## config.mk

```make
export PLATFORM = sky130hd
export DESIGN_NAME = tas_selector
export DESIGN_NICKNAME = d
export VERILOG_FILES = /design/src/core/tas_pkg.sv /design/src/core/tas_selector.sv
export SDC_FILE = /design/constraint.sdc
export NUM_CORES = 1
export LEC_CHECK = 0
export BUFFER_PORTS_ARGS = -buffer_cell sky130_fd_sc_hd__buf_2
export CAP_MARGIN = 25
export CORE_MARGIN = 2
export CORE_UTILIZATION = 40
export CTS_CLUSTER_DIAMETER = 60
export CTS_CLUSTER_SIZE = 14
export DETAILED_ROUTE_END_ITERATION = 8
export HOLD_SLACK_MARGIN = 0.02
export PLACE_DENSITY = 0.65
export SLEW_MARGIN = 0
export SYNTH_ARGS = -nofsm -noshare
export SYNTH_HDL_FRONTEND = slang
export SYNTH_SLANG_ARGS = --single-unit
export TNS_END_PERCENT = 1
```

## constraint.sdc

```tcl
create_clock -name mclk -period 4.25 [get_ports mclk]
set_clock_uncertainty 0.15 [all_clocks]
set_input_delay 0.2125 -clock mclk [delete_from_list [all_inputs] [get_ports mclk]]
set_output_delay 0.2125 -clock mclk [all_outputs]
set_load 0.05 [all_outputs]
```

## src/core/tas_pkg.sv

```systemverilog
// Behaviour
// - no tariff code: tariff accumulators untouched
// - power bands: main only, then two
// - power upper bands select three, four
// - flow bands: main only, then two
// - flow upper bands select three, four
// - third limit zero disables accumulator four
// - limits read under selected code only
// - time mode: limits are band start times
// - volume mode splits heat and cooling volume
// - combined mode: power to two, flow three
// - main register takes every increment
// - evaluate and add at each integration
// - temperature difference bands descend
// - inlet temperature ascending bands
package tas_pkg;
  // ------------------------------------------------------------
  // widths and codes
  // ------------------------------------------------------------
  localparam int VAL_W = 16;
  localparam int INC_W = 16;
  localparam int ACC_W = 32;
  localparam logic [7:0] CODE_NONE   = 8'h00;
  localparam logic [7:0] CODE_POWER  = 8'h11;
  localparam logic [7:0] CODE_FLOW   = 8'h12;
  localparam logic [7:0] CODE_DT     = 8'h13;
  localparam logic [7:0] CODE_INLET  = 8'h14;
  localparam logic [7:0] CODE_OUTLET = 8'h15;
  localparam logic [7:0] CODE_TIME   = 8'h19;
  localparam logic [7:0] CODE_VOLUME = 8'h20;
  localparam logic [7:0] CODE_PQ     = 8'h21;
  localparam logic [ACC_W-1:0] ACC_RESET = 32'h0000_0000;
  localparam logic [VAL_W-1:0] LIMIT_OFF = 16'h0000;

  // ------------------------------------------------------------
  // carriers
  // ------------------------------------------------------------
  typedef struct packed {
    logic [VAL_W-1:0] first;
    logic [VAL_W-1:0] second;
    logic [VAL_W-1:0] third;
  } tas_limits_type;

  typedef struct packed {
    logic signed [VAL_W-1:0] power;
    logic signed [VAL_W-1:0] flow;
    logic signed [VAL_W-1:0] inlet;
    logic signed [VAL_W-1:0] outlet;
    logic signed [VAL_W-1:0] delta;
    logic        [VAL_W-1:0] time_of_day;
  } tas_meas_type;

  typedef struct packed {
    logic two;
    logic three;
    logic four;
  } tas_sel_type;
endpackage : tas_pkg

```

## src/core/tas_selector.sv

```systemverilog
`timescale 1ns/100ps
module tas_selector
  import tas_pkg::*;
(
  input  wire logic                  mclk,
  input  wire logic                  nrst,
  input  wire logic [7:0]            tariff_type_code,
  input  wire tas_limits_type        limits,
  input  wire tas_meas_type          meas,
  input  wire logic signed [VAL_W-1:0] heat_cool_switch_threshold,
  input  wire logic                  incr_valid,
  input  wire logic [INC_W-1:0]      incr,
  output logic [ACC_W-1:0]           main_register,
  output logic [ACC_W-1:0]           tariff_accumulator_two,
  output logic [ACC_W-1:0]           tariff_accumulator_three,
  output logic [ACC_W-1:0]           tariff_accumulator_four
);
  // ------------------------------------------------------------
  // band decision
  // ------------------------------------------------------------
  tas_sel_type sel;
  logic signed [VAL_W-1:0] l1;
  logic signed [VAL_W-1:0] l2;
  logic signed [VAL_W-1:0] l3;
  logic                    four_on;

  assign l1 = limits.first;
  assign l2 = limits.second;
  assign l3 = limits.third;
  assign four_on = (limits.third != LIMIT_OFF);

  // ascending bands; with four off the top band stays in three
  // limits come in as arguments so the caller sees every one of them
  function automatic tas_sel_type up_band(input logic signed [VAL_W-1:0] v,
                                          input logic signed [VAL_W-1:0] b1,
                                          input logic signed [VAL_W-1:0] b2,
                                          input logic signed [VAL_W-1:0] b3,
                                          input logic en4);
    tas_sel_type s;
    s = '0;
    if (en4 && v > b3) begin
      s.four = 1'b1;
    end else if (v > b2) begin
      s.three = 1'b1;
    end else if (v > b1) begin
      s.two = 1'b1;
    end
    return s;
  endfunction : up_band

  always_comb begin
    sel = '0;
    case (tariff_type_code)
      CODE_NONE: sel = '0;
      CODE_POWER: sel = up_band(meas.power, l1, l2, l3,
                                four_on);
      CODE_FLOW: sel = up_band(meas.flow, l1, l2, l3,
                               four_on);
      CODE_INLET: sel = up_band(meas.inlet, l1, l2, l3,
                                four_on);
      CODE_OUTLET: sel = up_band(meas.outlet, l1, l2, l3,
                                 four_on);
      CODE_DT: begin
        if (four_on && meas.delta < l3) begin
          sel.four = 1'b1;
        end else if (meas.delta < l2) begin
          sel.three = 1'b1;
        end else if (meas.delta < l1) begin
          sel.two = 1'b1;
        end
      end
      CODE_TIME: begin
        // unsigned clock time, wraps past midnight into the last band
        if (meas.time_of_day >= limits.first &&
            meas.time_of_day < limits.second) begin
          sel.two = 1'b1;
        end else if (meas.time_of_day >= limits.second &&
                     (!four_on || meas.time_of_day < limits.third)) begin
          sel.three = 1'b1;
        end else if (four_on) begin
          sel.four = 1'b1;
        end else begin
          sel.three = 1'b1;
        end
      end
      CODE_VOLUME: begin
        sel.two   = (meas.inlet > meas.outlet) &&
                    (meas.inlet >= heat_cool_switch_threshold);
        sel.three = (meas.inlet < meas.outlet) &&
                    (meas.inlet <= heat_cool_switch_threshold);
      end
      CODE_PQ: begin
        sel.two   = meas.power > l1;
        sel.three = meas.flow > l2;
      end
      default: sel = '0;
    endcase
  end

  // ------------------------------------------------------------
  // accumulation
  // ------------------------------------------------------------
  logic [ACC_W-1:0] inc_ext;
  assign inc_ext = {{(ACC_W-INC_W){1'b0}}, incr};

  always_ff @(posedge mclk or negedge nrst) begin
    if (!nrst) begin
      main_register <= ACC_RESET;
    end else if (incr_valid) begin
      main_register <= main_register + inc_ext;
    end
  end

  always_ff @(posedge mclk or negedge nrst) begin
    if (!nrst) begin
      tariff_accumulator_two   <= ACC_RESET;
      tariff_accumulator_three <= ACC_RESET;
      tariff_accumulator_four  <= ACC_RESET;
    end else if (incr_valid) begin
      if (sel.two) begin
        tariff_accumulator_two <= tariff_accumulator_two + inc_ext;
      end
      if (sel.three) begin
        tariff_accumulator_three <= tariff_accumulator_three + inc_ext;
      end
      if (sel.four) begin
        tariff_accumulator_four <= tariff_accumulator_four + inc_ext;
      end
    end
  end
endmodule : tas_selector

```

==> results by group <==
Outcome
  • Outcome: completed

STA
  • Final setup viols: 0
  • FMAX: 0.258 GHz
  • Least-Margin Pin Slew: 1.14 ns
  • Period utilisation layout: 0.914
  • Pins Over Slew Limit: 0
  • Hold Fails Final Rpt: 0
  • RSZ-0062 raised after global routing: false
  • Slew HR: 0.217
  • Setup tns final: 0 ns
  • Final WS setup: 0.368 ns
  • Hold slack: 0.0983 ns
  • Clock period minus final worst setup slack: 3.88 ns

Critical path
  • Critical Path Fanout Max: 11
  • Worst r2r src: tariff_accumulator_two[0]
  • Cells on worst reg2reg path: 13
  • Reg2reg setup slack: 0.63 ns
  • Critical Path AT: 4.07 ns
  • Worst setup SP type: primary input
  • Critical Path RT: 4.44 ns
  • Setup crit end kind: register
  • CP Class: in -> reg
  • Crit path from: limits[5]
  • Worst reg2reg endpoint: tariff_accumulator_two[28]

Global route
  • Initial antenna violation count: 7
  • GRT Total Usage: 0.260
  • GRT overflow: 0
  • Largest net degree at the start of global routing: 58
  • Vias in the first global route: 14700
  • First-pass GRT wire length: 82.4 mm

Placement
  • Placed cell count: 2608
  • Dpl ws: 0.123 ns
  • Placed instance area: 18100 um2
  • Routability congestion estimate: 0.962
  • Detail Placement HPWL: 44.3 mm
  • Port Buffers: 314

Detailed routing
  • WL/cell: 20.2 um
  • Highest metal used: met5
  • DR iter-0 viols: 866
  • Vias/cell: 5.70
  • Residual DRC: 0
  • DRT Wirelength: 53.3 mm
  • Wire length on met3: 3.14 mm
  • Met2 routed WL: 23.9 mm
  • Final ANT Viol Nets: 0
  • 1st-pass router iterations: 7
  • Via count: 15100
  • Wire length on met1: 24.5 mm

Clock network
  • CTS Sinks: 128
  • CTS tree: done
  • TritonCTS Buffers: 17
  • Clock buffer depth: 2
  • Post-cts repair resize count: 0
  • CTS H-tree lvls: 4
  • Postcts setup bufs: 0
  • CTS Root Cell: clkbuf_16
  • Hold_buf cts: 1
  • Reg clk slew, reported paths: 0.06 ns
  • Clock latency on the worst-skew pair: 0.42 ns

Synth
  • Synth unique cells: 88
  • Syn Area/Cell: 8.86 um2
  • Post-synth EDFFs: 0
  • Synth Flop Type: dfrtp_1
  • Yosys top cell by area: ha_1
  • Synth Register Bits: 128
  • Mapped Cells: 1760
  • Asr flop ratio synth: 1.00
  • Syn_nets: 2331
  • Top cell type's share of synthesized area: 0.305
  • Yosys warning count: 0
  • Top-count cell post-synth: ha_1
  • Post-synth top cells: ha_1 (380), inv_1 (136), nand2_1 (130), dfrtp_1 (128), a21oi_1 (127)
  • Seq/Total Area, Yosys: 0.205
  • Synthesized area: 15600 um2
  • Top cells by area, synth: ha_1 (31%), dfrtp_1 (21%), a21oi_1 (4.1%)

Pwr
  • Pwr Density: 319 nW/um2
  • Maximum VDD drop: 0.241 mV
  • Leakage: 9.83 nW
  • Tot Pwr: 5.97 mW

Floorplan
  • I/O Pins: 315
  • Die Ht: 201 um
  • Die area: 40600 um2
  • Core ar.: 38600 um2
  • Die width: 201 um
  • Site Rows: 72
  • Starting Density: 0.404

Layout
  • Fin area: 18700 um2
  • Share of post-route cells with drive strength above 1: 0.211
  • Final core utilization: 0.485
  • Post-Layout Cell Count: 2646
  • Syn-to-layout area delta: 19.9%
  • # fillers: 3752
  • Layout Nets: 2682

Min path
  • Worst min-delay path class: in -> async

Flow run
  • Max-Cap Viols: 0
how the worst max path moves through the flow:
| stage | end | slack, ns | cells after the start |
|---|---|---|---|
| finish | tariff_accumulator_two[31] | 0.37 | 14 |
| global route | tariff_accumulator_two[23] | 0.29 | 15 |
| CTS | tariff_accumulator_two[31] | 0.56 | 14 |
| detailed placement | tariff_accumulator_two[31] | 0.12 | 14 |
| global placement | tariff_accumulator_two[31] | 0.13 | 14 |
| floorplan | tariff_accumulator_two[28] | 0.66 | 13 |
per-layer routing:
layer | GRT usage | vias up
li1 | - | 7319
met1 | 0.352 | 7128
met2 | 0.426 | 547
met3 | 0.0330 | 97
met4 | 0.0914 | 4
met5 | 0 | -
registers in the layout, summed over array words and instances, names as in the netlist:
register / flops
main_register: 32
tariff_accumulator_four: 32
tariff_accumulator_three: 32
tariff_accumulator_two: 32
report_power, final:
part | switching [mW] | internal [mW]
Clock | 0.571 | 0.957
Sequential | 0.160 | 1.39
Combinational | 1.85 | 1.05
layout by cell type, fill, tap and decap left out, types with 19 or more instances in the layout:
| cell type | synthesis | layout |
|---|---|---|
| dfrtp_1 | 128 | 128 |
| nand2b_1 | 19 | 19 |
| nor2_1 | 54 | 54 |
| xor2_1 | 59 | 59 |
| nand4_1 | 60 | 60 |
| buf_4 | 1 | 37 |
| buf_2 | 8 | 313 |
| ha_1 | 380 | 380 |
| nor2b_1 | 30 | 30 |
| xnor2_1 | 52 | 52 |
| o21ai_0 | 104 | 104 |
| a21o_1 | 60 | 60 |
| nand3_1 | 50 | 50 |
| inv_1 | 136 | 136 |
| a21oi_1 | 127 | 127 |
| nand2_1 | 130 | 130 |
| nor4_1 | 24 | 24 |
| nor3_1 | 43 | 43 |
cell type report:
type / instances / area [um2] / area share
clock buffer: 20 / 457 / 0.0244
timing repair buffer: 354 / 1910 / 0.102
clock inverter: 12 / 159 / 0.00850
tap: 518 / 648 / 0.0347
multi-input combinational: 1473 / 11800 / 0.631
antenna: 4 / 10.0 / 0.000535
sequential: 128 / 3200 / 0.171
inverter: 137 / 514 / 0.0275
critical path, stage by stage:
cell	delay [ns]
buf_2	0.10
inv_1	0.27
ha_1	0.32
a21o_1	0.18
a21o_1	0.18
a2111oi_0	1.00
nor3_1	0.16
o21ai_0	0.26
nand4_1	0.15
o31ai_1	0.11
buf_4	0.18
o311ai_2	0.25
nor4_1	0.49
xor2_1	0.18
kinds of logic (layout without fill, tap and decap cells):
family          Yosys count  count (layout)  share of synthesized area
xor+xnor                112             112                     0.0634
fa+ha+maj               384             384                      0.310
compound gates          451             451                      0.189
other cells               0               4                          0
simple gates            503             503                      0.176
mux                      23              23                     0.0162
flops                   128             128                      0.205
buf+inv                 159             523                     0.0401
Power figures use the tool's default switching activity.
